--- src/inc/acsc_pkg.sv ---
// constants shared by the eight-channel converter serial control block
package acsc_pkg;
  localparam int ACSC_RES_W = 8;            // result width in bits
  localparam int ACSC_CHAN_W = 3;           // channel address width
  localparam int ACSC_CTRL_W = 8;           // control word width
  localparam int ACSC_CONV_EDGES = 16;      // serial clock cycles per conversion
  localparam int ACSC_CTRL_EDGES = 8;       // rising edges carrying the control word
  localparam int ACSC_TRACK_CYC = 3;        // cycles spent tracking
  localparam int ACSC_LEAD_ZEROS = 4;       // falling edges of leading zeros
  localparam int ACSC_CHAN_MSB = 5;         // channel field top bit in control word
  localparam int ACSC_CHAN_LSB = 3;         // channel field bottom bit
  localparam logic [2:0] ACSC_CHAN_RST = 3'h0; // default channel after reset
  localparam logic [7:0] ACSC_CODE_MAX = 8'hFF; // full scale code
  localparam logic [4:0] ACSC_CNT_RST = 5'h00;  // edge counter reset value
endpackage : acsc_pkg

--- src/hw/acsc_fifo.sv ---
// small valid/ready FIFO carrying converter results
`timescale 1ns/100ps
module acsc_fifo #(
  parameter int WIDTH = 8,
  parameter int DEPTH = 8
) (
  input wire logic clk_i,
  input wire logic rst_b_i,
  input wire logic [WIDTH-1:0] in_data_i,
  input wire logic in_valid_i,
  output logic in_ready_o,
  output logic [WIDTH-1:0] out_data_o,
  output logic out_valid_o,
  input wire logic out_ready_i
);
  localparam int AW = (DEPTH > 1) ? $clog2(DEPTH) : 1;
  if (DEPTH < 2 || (DEPTH & (DEPTH - 1)) != 0) begin : g_depth_bad
    $error("depth must be a power of two");
  end
  logic [WIDTH-1:0] mem [DEPTH];  // storage
  logic [AW:0] wr_ptr;            // write pointer with wrap bit
  logic [AW:0] rd_ptr;            // read pointer with wrap bit
  logic do_wr;
  logic do_rd;
  assign do_wr = in_valid_i && in_ready_o;
  assign do_rd = out_valid_o && out_ready_i;
  assign in_ready_o = (wr_ptr[AW] == rd_ptr[AW]) || (wr_ptr[AW-1:0] != rd_ptr[AW-1:0]);
  assign out_valid_o = (wr_ptr != rd_ptr);
  assign out_data_o = mem[rd_ptr[AW-1:0]];
  // write side
  always_ff @(posedge clk_i or negedge rst_b_i) begin
    if (!rst_b_i) begin
      wr_ptr <= '0;
    end else if (do_wr) begin
      wr_ptr <= wr_ptr + 1'b1;
    end
  end
  // storage has no reset, it is only read when valid
  always_ff @(posedge clk_i) begin
    if (do_wr) begin
      mem[wr_ptr[AW-1:0]] <= in_data_i;
    end
  end
  // read side
  always_ff @(posedge clk_i or negedge rst_b_i) begin
    if (!rst_b_i) begin
      rd_ptr <= '0;
    end else if (do_rd) begin
      rd_ptr <= rd_ptr + 1'b1;
    end
  end
endmodule : acsc_fifo

--- src/hw/acsc_serial_ctrl.sv ---
// serial control logic of an eight-input 8-bit converter
`timescale 1ns/100ps
module acsc_serial_ctrl
  import acsc_pkg::*;
#(
  parameter int FIFO_DEPTH = 8
) (
  input wire logic clk_i,
  input wire logic rst_b_i,
  input wire logic frame_sel_b_i,      // active-low frame select pin
  input wire logic sclk_i,             // serial clock pin
  input wire logic cmd_in_i,           // serial command input pin
  output logic res_out_o,              // serial result output level
  output logic res_out_oe_b_o,         // low while the result pin is driven
  input wire logic [7:0] sample_code_i, // digitized input from the analog core
  output logic [2:0] chan_sel_o,       // input multiplexer address
  output logic track_o,                // high while sampling input
  output logic powered_o,              // high while core is powered
  output logic [7:0] res_data_o,       // completed result stream
  output logic res_valid_o,
  input wire logic res_ready_i,
  output logic overflow_o              // result lost because FIFO full
);
  if (FIFO_DEPTH < 2) begin : g_depth_bad
    $error("fifo depth too small");
  end
  // pin synchronisers
  logic [1:0] cs_sync;
  logic [1:0] sck_sync;
  logic [1:0] din_sync;
  always_ff @(posedge clk_i or negedge rst_b_i) begin
    if (!rst_b_i) begin
      cs_sync <= 2'h3;
      sck_sync <= 2'h0;
      din_sync <= 2'h0;
    end else begin
      cs_sync <= {cs_sync[0], frame_sel_b_i};
      sck_sync <= {sck_sync[0], sclk_i};
      din_sync <= {din_sync[0], cmd_in_i};
    end
  end
  // delayed copies for edge finding; only second stages are read
  // the clock copy resets low though the pin idles high; the frame gate hides that
  // false rise, since no frame can be open so soon after reset
  logic sck_q;
  logic cs_q;
  always_ff @(posedge clk_i or negedge rst_b_i) begin
    if (!rst_b_i) begin
      sck_q <= 1'b0;
      cs_q <= 1'b1;
    end else begin
      sck_q <= sck_sync[1];
      cs_q <= cs_sync[1];
    end
  end
  logic in_frame;
  logic frame_start;
  logic sck_rise;
  logic sck_fall;
  assign in_frame = !cs_sync[1];
  assign frame_start = cs_q && !cs_sync[1];
  // clock gated off outside frame
  assign sck_rise = in_frame && !sck_q && sck_sync[1];
  // frame falling with clock low counts as the first falling edge
  assign sck_fall = in_frame && ((sck_q && !sck_sync[1]) || (frame_start && !sck_sync[1]));
  // counters within a 16-cycle conversion
  logic [4:0] rise_cnt;  // rising edges seen in this conversion
  logic [4:0] fall_cnt;  // falling edges seen in this conversion
  logic [4:0] next_fall;
  always_comb begin
    next_fall = (fall_cnt == 5'(ACSC_CONV_EDGES)) ? 5'h01 : fall_cnt + 5'h01;
  end
  always_ff @(posedge clk_i or negedge rst_b_i) begin
    if (!rst_b_i) begin
      rise_cnt <= ACSC_CNT_RST;
      fall_cnt <= ACSC_CNT_RST;
    end else if (!in_frame) begin
      rise_cnt <= ACSC_CNT_RST;
      fall_cnt <= ACSC_CNT_RST;
    end else begin
      if (sck_rise) begin
        rise_cnt <= (rise_cnt == 5'(ACSC_CONV_EDGES)) ? 5'h01 : rise_cnt + 5'h01;
      end
      if (sck_fall) begin
        fall_cnt <= next_fall;
      end
    end
  end
  // control word shift register, msb first; every conversion carries its own word,
  // so a host that repeats one word keeps the channel fixed
  logic [7:0] ctrl_shift;
  logic ctrl_phase;  // high on the rises that carry control bits
  // the counter reads 0 at frame start and 16 at a conversion boundary: both mean rise 1
  assign ctrl_phase = (rise_cnt < 5'(ACSC_CTRL_EDGES)) || (rise_cnt == 5'(ACSC_CONV_EDGES));
  always_ff @(posedge clk_i or negedge rst_b_i) begin
    if (!rst_b_i) begin
      ctrl_shift <= 8'h00;
    end else if (sck_rise && ctrl_phase) begin
      // bits after the 8th rise never reach the shifter
      ctrl_shift <= {ctrl_shift[6:0], din_sync[1]};
    end
  end
  // channel register; new address applies to the next conversion
  logic [2:0] chan_pending;
  logic chan_load;
  // the 8th rise completes the word; before that shift the field sits in bits 4..2
  // a frame cut before the 8th rise keeps the old channel, a half word never loads
  assign chan_load = sck_rise && (rise_cnt == 5'(ACSC_CTRL_EDGES - 1));
  always_ff @(posedge clk_i or negedge rst_b_i) begin
    if (!rst_b_i) begin
      chan_pending <= ACSC_CHAN_RST;
      chan_sel_o <= ACSC_CHAN_RST;
    end else begin
      if (chan_load) begin
        // only bits 5..3 kept, the rest never reach any logic
        chan_pending <= {ctrl_shift[ACSC_CHAN_MSB-1:ACSC_CHAN_LSB-1]};
      end
      if (sck_fall && next_fall == 5'h01) begin
        chan_sel_o <= chan_pending;
      end
    end
  end
  // track, power and sample capture
  // power follows frame select but drops between back-to-back conversions to save energy
  logic [7:0] result;
  always_ff @(posedge clk_i or negedge rst_b_i) begin
    if (!rst_b_i) begin
      track_o <= 1'b0;
      powered_o <= 1'b0;
      result <= 8'h00;
    end else begin
      if (!in_frame) begin
        powered_o <= 1'b0;
        track_o <= 1'b0;
      end else if (sck_fall && next_fall == 5'h01) begin
        powered_o <= 1'b1;
        track_o <= 1'b1;
      end else if (sck_fall && next_fall == 5'(ACSC_CONV_EDGES)) begin
        powered_o <= 1'b0;
      end else if (frame_start) begin
        powered_o <= 1'b1;
      end
      if (sck_fall && next_fall == 5'(ACSC_LEAD_ZEROS)) begin
        track_o <= 1'b0;
        result <= sample_code_i;
      end
    end
  end
  // serial output: zeros, result msb first, zeros
  // bit_idx indexes the held result, 0 for its msb
  logic [4:0] bit_idx;
  always_comb begin
    bit_idx = next_fall - 5'(ACSC_LEAD_ZEROS + 1);
  end
  always_ff @(posedge clk_i or negedge rst_b_i) begin
    if (!rst_b_i) begin
      res_out_o <= 1'b0;
      res_out_oe_b_o <= 1'b1;
    end else begin
      res_out_oe_b_o <= !in_frame;
      if (!in_frame) begin
        res_out_o <= 1'b0;
      end else if (sck_fall) begin
        if (next_fall > 5'(ACSC_LEAD_ZEROS) && next_fall <= 5'(ACSC_LEAD_ZEROS + ACSC_RES_W)) begin
          // the held code, not the live core input, so all 8 bits belong together
          res_out_o <= result[3'(7 - bit_idx)];
        end else begin
          res_out_o <= 1'b0;
        end
      end
    end
  end
  // completed results go into the buffer on the fall that sends the last result bit
  // a full buffer drops the newest result and keeps the older ones
  logic push;
  logic fifo_ready;
  logic [7:0] fifo_data;
  logic fifo_valid;
  assign push = sck_fall && next_fall == 5'(ACSC_LEAD_ZEROS + ACSC_RES_W);
  always_ff @(posedge clk_i or negedge rst_b_i) begin
    if (!rst_b_i) begin
      overflow_o <= 1'b0;
    end else begin
      overflow_o <= push && !fifo_ready; // pulse when a result is dropped
    end
  end
  acsc_fifo #(.WIDTH(ACSC_RES_W), .DEPTH(FIFO_DEPTH)) u_fifo (
    .clk_i(clk_i),
    .rst_b_i(rst_b_i),
    .in_data_i(result),
    .in_valid_i(push),
    .in_ready_o(fifo_ready),
    .out_data_o(fifo_data),
    .out_valid_o(fifo_valid),
    .out_ready_i(res_ready_i || !res_valid_o)
  );
  // output stage register so outputs come from flip-flops
  // the stage loads whenever it is empty or its word is being taken
  always_ff @(posedge clk_i or negedge rst_b_i) begin
    if (!rst_b_i) begin
      res_valid_o <= 1'b0;
      res_data_o <= 8'h00;
    end else if (res_ready_i || !res_valid_o) begin
      res_valid_o <= fifo_valid;
      res_data_o <= fifo_data;
    end
  end
endmodule : acsc_serial_ctrl

--- config.mk ---
export PLATFORM = sky130hd
export DESIGN_NAME = acsc_serial_ctrl
export DESIGN_NICKNAME = d
export VERILOG_FILES = /design/src/inc/acsc_pkg.sv /design/src/hw/acsc_fifo.sv /design/src/hw/acsc_serial_ctrl.sv
export SDC_FILE = /design/constraint.sdc
export NUM_CORES = 1
export LEC_CHECK = 0
export BUFFER_PORTS_ARGS = -buffer_cell sky130_fd_sc_hd__buf_2
export CAP_MARGIN = 20
export CORE_MARGIN = 1.5
export CORE_UTILIZATION = 60
export DETAILED_ROUTE_END_ITERATION = 7
export PLACE_DENSITY = 0.79
export REMOVE_ABC_BUFFERS = 1
export SLEW_MARGIN = 20
export SYNTH_ARGS = -nofsm -noshare
export SYNTH_HDL_FRONTEND = slang
export SYNTH_SLANG_ARGS = --single-unit
export TNS_END_PERCENT = 50
--- constraint.sdc ---
create_clock -name clk_i -period 3.5 [get_ports clk_i]
set_input_delay 0.35 -clock clk_i [delete_from_list [all_inputs] [get_ports clk_i]]
set_output_delay 0.35 -clock clk_i [all_outputs]
set_load 0.01 [all_outputs]
# Word level (Yosys, flattened, before mapping)
# Memories as Yosys holds them, arrays and structs flattened. A register that Yosys moved wholly into a read port is not among the register bits.
# Cells that the tools add are included.
[word_totals]
ff_bits = 50
in_bits = 14
wordCells = 89
mem_count = 1
ramBits = 64
[memory_table]
columns = ["name", "words", "word_bits", "rd", "rd_clocked_by_memory_dff", "write_ports", "line", "rtl"]
rows = [
  ["u_fifo.mem", 8, 8, 1, 1, 1, "acsc_fifo.sv:20", "logic [WIDTH-1:0] mem [DEPTH];"],
]
[op_classes]
add_sub_neg = 6
magnitude_cmp = 4
n_eq_ne = 10
n_mux = 20
reduce_logical = 30
[op_table]
columns = ["operator", "count"]
rows = [
  ["$mux 5", 6],
  ["$logic_and 1x1->1", 16],
  ["$eq 5x5->1 const B", 3],
  ["$mux 1", 13],
  ["$add 5x1->5 const B", 2],
  ["$eq 5x3->1 const B", 2],
  ["$add 4x1->4 const B", 2],
  ["$logic_not 1->1", 6],
  ["$eq 5x1->1 const B", 1],
  ["$eq 5x4->1 const B", 1],
  ["$gt 5x3->1 const B", 1],
  ["$le 5x4->1 const B", 1],
  ["$lt 5x4->1 const B", 1],
  ["$logic_or 1x1->1", 4],
  ["$lt 3x4->1 const B", 1],
  ["$ne 4x4->1", 1],
  ["$reduce_bool 2->1", 2],
  ["$reduce_bool 4->1", 1],
  ["$bmux 1 s3", 1],
  ["$ne 3x3->1", 1],
  ["$reduce_bool 3->1", 1],
  ["$sub 3x3->3 const A", 1],
  ["$sub 3x3->3 const B", 1],
  ["$eq 1x1->1", 1],
]

# Logic depth before layout (Yosys ltp)
# Gate-level depths: netlist of run 1.
[depth]
word_depth = 9
ltp_mapped = 7
mapped_depth_nobuf = 7

# Cells and area by module
# A second synthesis of run 1 with hierarchy kept.
[hier_totals]
cells_unflattened = 331
area_unflattened_um2 = 5315.1
[by_module_without_submodules]
columns = ["module", "instances", "cells_each", "area_each_um2"]
rows = [
  ["acsc_fifo", 1, 152, 3039.2],
  ["acsc_serial_ctrl", 1, 179, 2275.9],
]

# Worst setup path after synthesis of run 1
# No wires, ideal clock.
[synth_timing]
path_kind = "register to register"
startpoint = "register fall_cnt[0]"
endpoint = "memory u_fifo.mem[0][0] (enable)"
period_less_slack_ns = 2.749
path_buffers = 0
path_stages_with_launch = 7
t_required_ns = 3.102
t_arrival_ns = 2.351
path_slack_ns = 0.751
setup_time_ns = 0.398
path_cell_list = "dfrtp_1 > inv_1 > ha_1 > nand2b_1 > a21oi_1 > o2111ai_2 > nor4b_1"
[synth_via]
elab_chain_len = 7
word_cells_on_any_way = 8
classes_between = "add/sub (1); eq/ne (2); mux (3); reduce/logical (2)"
[synth_lines]
columns = ["item", "line", "rtl"]
rows = [
  ["from (decl)", "acsc_serial_ctrl.sv:68", "logic [4:0] fall_cnt;"],
  ["from (signal assigned)", "acsc_serial_ctrl.sv:85", "fall_cnt <= next_fall;"],
  ["$add 5x1->5 / $eq 5x5->1 (equally long branches)", "acsc_serial_ctrl.sv:71", "next_fall = (fall_cnt == 5'(ACSC_CONV_EDGES)) ? 5'h01 : fall_cnt + 5'h01;"],
  ["$mux 5 (*)", "acsc_serial_ctrl.sv:71", ""],
  ["$eq 5x4->1 (*)", "acsc_serial_ctrl.sv:179", "assign push = sck_fall && next_fall == 5'(ACSC_LEAD_ZEROS + ACSC_RES_W);"],
  ["$logic_and 1x1->1 (*)", "acsc_serial_ctrl.sv:179", ""],
  ["$logic_and 1x1->1 (*)", "acsc_fifo.sv:25", "assign do_wr = in_valid_i && in_ready_o;"],
  ["$mux 1 (*)", "acsc_fifo.sv:40", "if (do_wr) begin"],
  ["$mux 1 (not written as such) (*)", "acsc_fifo.sv:41", "mem[wr_ptr[AW-1:0]] <= in_data_i;"],
  ["to (decl)", "acsc_fifo.sv:20", ""],
]
# Every way passes the cells marked *; elsewhere a longest branch is shown, timed or not.

# Worst setup path in the final report of run 1
[layout_timing]
startpoint = "register fall_cnt[0]"
endpoint = "memory u_fifo.mem[5][7] (enable)"
# The elaborated chain is that of the path after synthesis.

==> reports/metrics.csv, run 1 <==
stage,metric,value,unit
placement,GPL Wtd Cong,0.833,
setup_path,Worst R2R End,u_fifo.mem[5][7]$_DFFE_PP_,
cells_and_area,Final Cell Area,5990,µm²
grt,largest net degree at the start of global routing,33,
power,Internal Power,3030,µW
setup_path,flop2flop setup slack,0.77,ns
sta,Rel. slew slack,40.5,%
routing,Routed WL,10200,µm
die,Starting Density,62.1,%
cts,maximum root-to-sink buffer count,2,
placement,Setup WS pre-CTS,0.831,ns
placement,Post-Place Cell Area,5370,µm²
grt,global-route wire length before repair,16200,µm
synth,Post-Synth XOR/XNOR Area,2.23,%
sta,post-route setup TNS,0,ns
sta,hold slack,0.0679,ns
power,Max VDD drop,0.432,mV
sta,Clock Skew,0.00960,ns
die,Ports,31,
cts,CTS Buf Count,17,
synth,sequential-to-total area share from yosys stat,66.2,%
synth,Post-Syn Area,5100,µm²
cts,Clock transition at path regs,0.06,ns
placement,port buffer count,30,
power,Clock power frac,41.3,%
grt,total track usage,25.6,%
cells_and_area,ant diodes,0,
power,P_sw,1040,µW
cts,Root Buffer,clkbuf_8,
synth,largest family of logic cells by synthesized area,multiplexers,
placement,HPWL Detailed,6420,µm
synth,Main synth FF type,edfxtp_1,
cells_and_area,area occupied by registers,3380,µm²
synth,Avg Synthesized Cell Area,15.9,µm²
cells_and_area,"most common cell after layout, fill and taps aside",edfxtp_1,
sta,max-slew violation count,0,
synth,Synth Area in Simple Gates,8.95,%
cells_and_area,share of cells above drive strength 1,30.7,%
synth,ys async rst share,47.5,%
routing,WL per Instance,20.9,µm
synth,Synth cell types,51,
routing,Via density,6.01,
setup_path,r2r startpoint,fall_cnt[0]$_DFFE_PN0P_,
routing,1st-pass router iterations,4,
synth,synth warn,0,
synth,Cells after Synth,321,
cts,clock sink count,122,
synth,Yosys top cell area share,37.7,%
die,row count,33,
routing,number of remaining DRC errors,0,
setup_path,critical path capture point,u_fifo.mem[5][7]$_DFFE_PP_,
synth,mux share of post-synthesis cell area,14.5,%
cts,CTS HTree Levels,4,
sta,fin crit share,77.9,%
setup_path,maximum fanout along the worst path,8,
grt,initial antenna violation count,0,
die,DIE AREA,9060,µm²
sta,Max Clk Rate,0.367,GHz
synth,leading post-synthesis cells by cell area,"edfxtp_1 38%, dfrtp_1 27%, mux4_2 7.9%",
synth,synthesis-stage register bit count,122,
setup_path,Setup CP Type,register to register,
cts,worst skew pair latency,0.51,ns
die,Chip Height,95.2,µm
setup_path,CP Capture Type,register,
run,Max-cap violations,0,
power,Sw Ratio,25.6,%
cells_and_area,Multi-input gate area,1640,µm²
setup_path,Critical Path RT,3.66,ns
synth,adder-cell share of the synthesized area,1.72,%
sta,final hold viol count,0,
routing,vias post-DR,2922,
setup_path,Critical Path Start,fall_cnt[0]$_DFFE_PN0P_,
die,core area,8220,µm²
cells_and_area,most frequent cells in the layout,"64 x edfxtp_1, 55 x dfrtp_1, 30 x buf_2, 22 x nand2_1, 20 x mux2_2",
power,Comb power frac,16.2,%
setup_path,Worst Setup Start Kind,register,
power,PwrDens,680,nW/µm²
sta,Period minus WS final,2.73,ns
cells_and_area,Final Core Density,72.8,%
cells_and_area,P&R area growth vs syn,17.4,%
sta,RSZ-0062 raised after global routing,no,
synth,Post-synth EDFFs,64,
routing,antenna-violating nets left,0,
power,sequential share of power,42.5,%
sta,Least-Margin Pin Slew,0.893,ns
synth,"area leader, netlist",edfxtp_1,
setup_path,crit path DAT,2.88,ns
routing,drt initial violations,319,
power,LEAKAGE,0.00235,µW
grt,vias in the first global route,3069,
sta,setup ws final,0.772,ns
synth,Synth Area in Compound Gates,4.69,%
worst_hold_path,Hold Path Class,input port to register,
grt,gr ovfl total,0,
setup_path,reg2reg path depth,6,
run_status,status,completed,
cts,CTS tree,done,
cells_and_area,final net count,389,
sta,# setup viols final,0,
die,Die W,95.2,µm
cells_and_area,fillcell total,516,
## synth_stat cells, types with 3 or more instances
cell type and number:
a211oi_1 5, a21oi_1 7, buf_1 4, buf_2 4, clkbuf_1 3, dfrtp_1 55
dfstp_2 3, edfxtp_1 64, ha_1 7, inv_1 8, mux2_2 20, mux2i_1 10
mux4_2 18, nand2_1 22, nand2b_1 7, nand3_1 3, nor2_1 12, nor4_1 4
o21ai_0 14, xnor2_1 3, xor2_1 10
## worst max-delay path, stage by stage, from the launching register on
cell	delay [ns]
dfrtp_1	0.44
ha_1	0.26
nand2_1	0.09
mux2i_1	0.45
o2111ai_2	0.30
nor2_2	0.33
and4b_1	0.51
## layer usage
layer / part of all wire (%) / vias up / GRT usage (%)
met1: 41 / 1501 / 31.7
met2: 53 / 104 / 42.6
li1: - / 1309 / -
met5: 0 / - / 0
met4: 1.0 / 0 / 11.2
met3: 5.7 / 8 / 6.78
## logic make-up after synthesis
logic type,after synthesis
AOI/OAI and AO/OA,37
xor gates and xnor gates,13
adders and majority gates,7
buffers and inverters,20
DFF,122
muxes,49
and+or+nand+nor,73
## power by group through the flow
stage / Sequential (µW) / Clock, µW / Combinational (µW)
global route: 1750 / 1770 / 729
detailed placement: 1760 / 0 / 653
global placement: 1750 / 0 / 633
CTS: 1730 / 1700 / 674
floorplan: 1810 / 0 / 380
finish: 1730 / 1680 / 659
## how the worst min path moves through the flow
stage | cells after the start | from | to | slack (ns)
floorplan | 0 | rst_b_i | chan_pending[0]$_DFFE_PN0P_ | 0.05
global placement | 0 | sck_sync[0]$_DFF_PN0_ | sck_sync[1]$_DFF_PN0_ | 0.33
detailed placement | 0 | sck_sync[0]$_DFF_PN0_ | sck_sync[1]$_DFF_PN0_ | 0.33
CTS | 2 | sample_code_i[4] | result[4]$_DFFE_PN0P_ | 0.05
global route | 2 | sample_code_i[0] | result[0]$_DFFE_PN0P_ | 0.05
finish | 2 | sample_code_i[4] | result[4]$_DFFE_PN0P_ | 0.07
## layout make-up
class                           instances  share of cell area (%)
Inverter                                8                   0.502
Tap cell                              105                    2.19
Clock inverter                         13                    2.53
Clock buffer                           19                    7.04
Multi-Input combinational cell        179                    27.4
Timing Repair Buffer                   40                    3.93
Sequential cell                       122                    56.4
## metrics by stage
step | total power (µW) | std cells
2_1_floorplan | 2190 | 309
3_3_place_gp | 2380 | 450
3_5_place_dp | 2410 | 450
4_1_cts | 4110 | 486
5_1_grt | 4250 | 486
6_report | 4070 | 486
## sequential cells by signal, summed over array words and instances, names as in the netlist, 2 cells and up
name           cells
din_sync           2
ctrl_shift         5
chan_pending       3
u_fifo.rd_ptr      4
u_fifo.wr_ptr      4
u_fifo.mem        64
sck_sync           2
result             8
res_data_o         8
fall_cnt           5
rise_cnt           5
chan_sel_o         3
cs_sync            2
## timing repair
action,4_1_cts,5_1_grt
gates resized for setup,0,0
setup buffers,0,0
hold endpoints to repair,34,0
hold buffers,4,0
No activity file was read; power rests on OpenSTA's default activity.
==> inputs of run 2 (changes only) <==
Clock period 3.5 ns to 2.78 ns, I/O delays scaled along.
==> run 2 against run 1 <==
Effect of this change:
- via count is 1.8% higher
- first-iteration DRC count is 31% lower
- flip-flop and latch count stayed put
- fmax is 4.7% higher
- clock-buffer cell count stayed put
- global-route usage is 0.76 points lower
- sequential share of layout area is 1.0 points lower
- final cell count is 2.3% higher
- non-clock buffer count is 11 higher
==> reports/metrics.csv, run 2 (synthesized netlist as in run 1, its figures left out) <==
stage,metric,value,unit,change
run_status,status,completed,,
grt,gr ovfl total,0,,unchanged
cts,CTS Buf Count,17,,unchanged
sta,RSZ-0062 raised after global routing,no,,
cts,Clock transition at path regs,0.06,ns,about the same
cells_and_area,max reg flops,64,,unchanged
cells_and_area,most frequent cells in the layout,"64 x edfxtp_1, 55 x dfrtp_1, 30 x buf_2, 22 x nand2_1, 20 x mux2_2",,
sta,Least-Margin Pin Slew,0.790,ns,-0.102 ns
routing,1st-pass router iterations,5,,+1
cts,CTS HTree Levels,4,,unchanged
routing,vias post-DR,2974,,+1.8%
cells_and_area,ant diodes,0,,unchanged
cells_and_area,share of cells above drive strength 1,31.4,%,+0.67 points
setup_path,Buf/Inv on CP,1,,+1
sta,fin crit share,93.7,%,+16 points
setup_path,Setup CP Type,register to register,,
sta,Max Clk Rate,0.384,GHz,+4.7%
setup_path,Worst Setup Start Kind,register,,
cells_and_area,Multi-input gate area,1650,µm²,+0.53%
grt,vias in the first global route,2953,,-3.8%
routing,number of remaining DRC errors,0,,unchanged
sta,Clock Skew,0.00848,ns,-0.00112 ns
cells_and_area,final net count,400,,+2.8%
sta,final hold viol count,0,,unchanged
routing,Via density,5.98,,-0.47%
cts,clock sink count,122,,unchanged
power,PwrDens,839,nW/µm²,+23%
routing,drt initial violations,221,,-31%
cts,Root Buffer,clkbuf_8,,
setup_path,critical-path cell list,"inv_1, ha_1, nand2b_1, a21oi_1, o2111ai_2, nor4b_4",,
placement,port buffer count,30,,unchanged
cells_and_area,"most common cell after layout, fill and taps aside",edfxtp_1,,
grt,global-route wire length before repair,15700,µm,-3.2%
sta,Period minus WS final,2.61,ns,-0.122 ns
setup_path,Critical Path RT,2.92,ns,-0.74 ns
die,Ports,31,,unchanged
placement,HPWL Detailed,6260,µm,-2.6%
worst_hold_path,Hold Path Class,input port to register,,
cts,CTS tree,done,,
die,DIE AREA,9060,µm²,unchanged
setup_path,Slowest Stage Delay on Critical Path,0.65,ns,+0.14 ns
die,Chip Height,95.2,µm,unchanged
sta,post-route setup TNS,0,ns,unchanged
setup_path,CP Capture Type,register,,
sta,# setup viols final,0,,unchanged
cts,worst skew pair latency,0.51,ns,about the same
power,LEAKAGE,0.00239,µW,+1.9%
cells_and_area,P&R area growth vs syn,19.6,%,
setup_path,crit path DAT,2.75,ns,-0.13 ns
setup_path,Worst path top cell family by delay,simple AND/OR/NAND/NOR gates,,
grt,largest net degree at the start of global routing,29,,-12%
cells_and_area,fillcell total,502,,-2.7%
die,core area,8220,µm²,unchanged
power,Max VDD drop,0.486,mV,+13%
setup_path,maximum fanout along the worst path,9,,+1
sta,Rel. slew slack,47.0,%,+6.5 points
cells_and_area,Final Core Density,74.2,%,+1.4 points
routing,WL per Instance,19.9,µm,-4.9%
sta,max-slew violation count,0,,unchanged
run,Max-cap violations,0,,unchanged
die,Starting Density,62.1,%,unchanged
cts,maximum root-to-sink buffer count,2,,unchanged
die,Die W,95.2,µm,unchanged
grt,total track usage,24.9,%,-0.76 points
routing,Routed WL,9870,µm,-2.8%
grt,initial antenna violation count,0,,unchanged
cts,total setup buffers inserted after CTS,0,,unchanged
routing,antenna-violating nets left,0,,unchanged
cells_and_area,area occupied by registers,3380,µm²,unchanged
placement,GPL Wtd Cong,0.779,,-6.5%
setup_path,CP max stage cell,nor4b_4,,
die,row count,33,,unchanged
-- run 2: cell count changes in the layout (fill, tap and decap cells not counted) --
cell           delta
and3_1            -1
and4b_2           +2
nor2_2            -1
nor2_4            +1
and4b_1           -2
buf_4             +3
dlygate4sd3_1     +8
and3_2            +1
-- run 2: metal layers --
metal	global-route usage, %	share of wire (%)	routed length (µm)	vias to the layer above
met3	7.42	6.5	644	21
met5	0	0	0	-
li1	-	-	-	1346
met4	11.4	2.1	206	0
met2	38.4	50	4910	139
met1	32.7	42	4110	1468
-- run 2: power by group --
group,internal (µW),total [µW],switching (µW)
clock,1360,2120,764
sequential,2030,2120,88.8
combinational,440,877,438
-- run 2: final cells by class --
| type | instances | share of cell area [%] |
|---|---|---|
| flip-flops and latches | 122 | 55.4 |
| multi-input cells | 179 | 27.0 |
| clock buffers | 19 | 6.92 |
| inverters | 8 | 0.493 |
| clock inverters | 13 | 2.48 |
| repair buffers | 51 | 5.54 |
| well taps | 105 | 2.15 |
-- run 2: timing repair --
action                                 4_1_cts  5_1_grt
gates resized for setup                      0        4
hold buffers                                12        0
setup endpoints to repair                    0       40
endpoints found under the hold margin       28        0
-- run 2: worst paths after layout --
kind | startpoint | endpoint | slack (ns) | cells past startpoint
max | fall_cnt[0]$_DFFE_PN0P_ | u_fifo.mem[7][4]$_DFFE_PP_ | 0.17 | 6
min reg2reg | cs_sync[0]$_DFF_PN1_ | cs_sync[1]$_DFF_PN1_ | 0.35 | 0
min in group asynchronous | rst_b_i | res_valid_o$_DFFE_PN0P_ | 0.26 | 2
min | res_ready_i | res_data_o[1]$_DFFE_PN0P_ | 0.23 | 5
max in group asynchronous | rst_b_i | cs_sync[1]$_DFF_PN1_ | 1.76 | 3
max reg2reg | fall_cnt[0]$_DFFE_PN0P_ | u_fifo.mem[7][4]$_DFFE_PP_ | 0.17 | 6
-- run 2: through the flow --
step | setup slack (ns) | hold WS (ns) | area, µm² | total power (µW) | std cells
detailed placement | 0.154 | 0.260 | 5400 | 3020 | 453
global route | 0.000826 | 0.247 | 6100 | 5370 | 497
finish | 0.174 | 0.229 | 6100 | 5120 | 497
floorplan | 0.0107 | -0.0176 | 5050 | 2760 | 309
global placement | 0.269 | 0.250 | 5400 | 3010 | 453
CTS | 0.0934 | 0.207 | 6090 | 5160 | 497
-- run 2: worst min-delay path: stages --
cell,delay (ns)
buf_2,0.07
nor2b_1,0.03
buf_4,0.18
nand2_1,0.07
o21ai_0,0.06
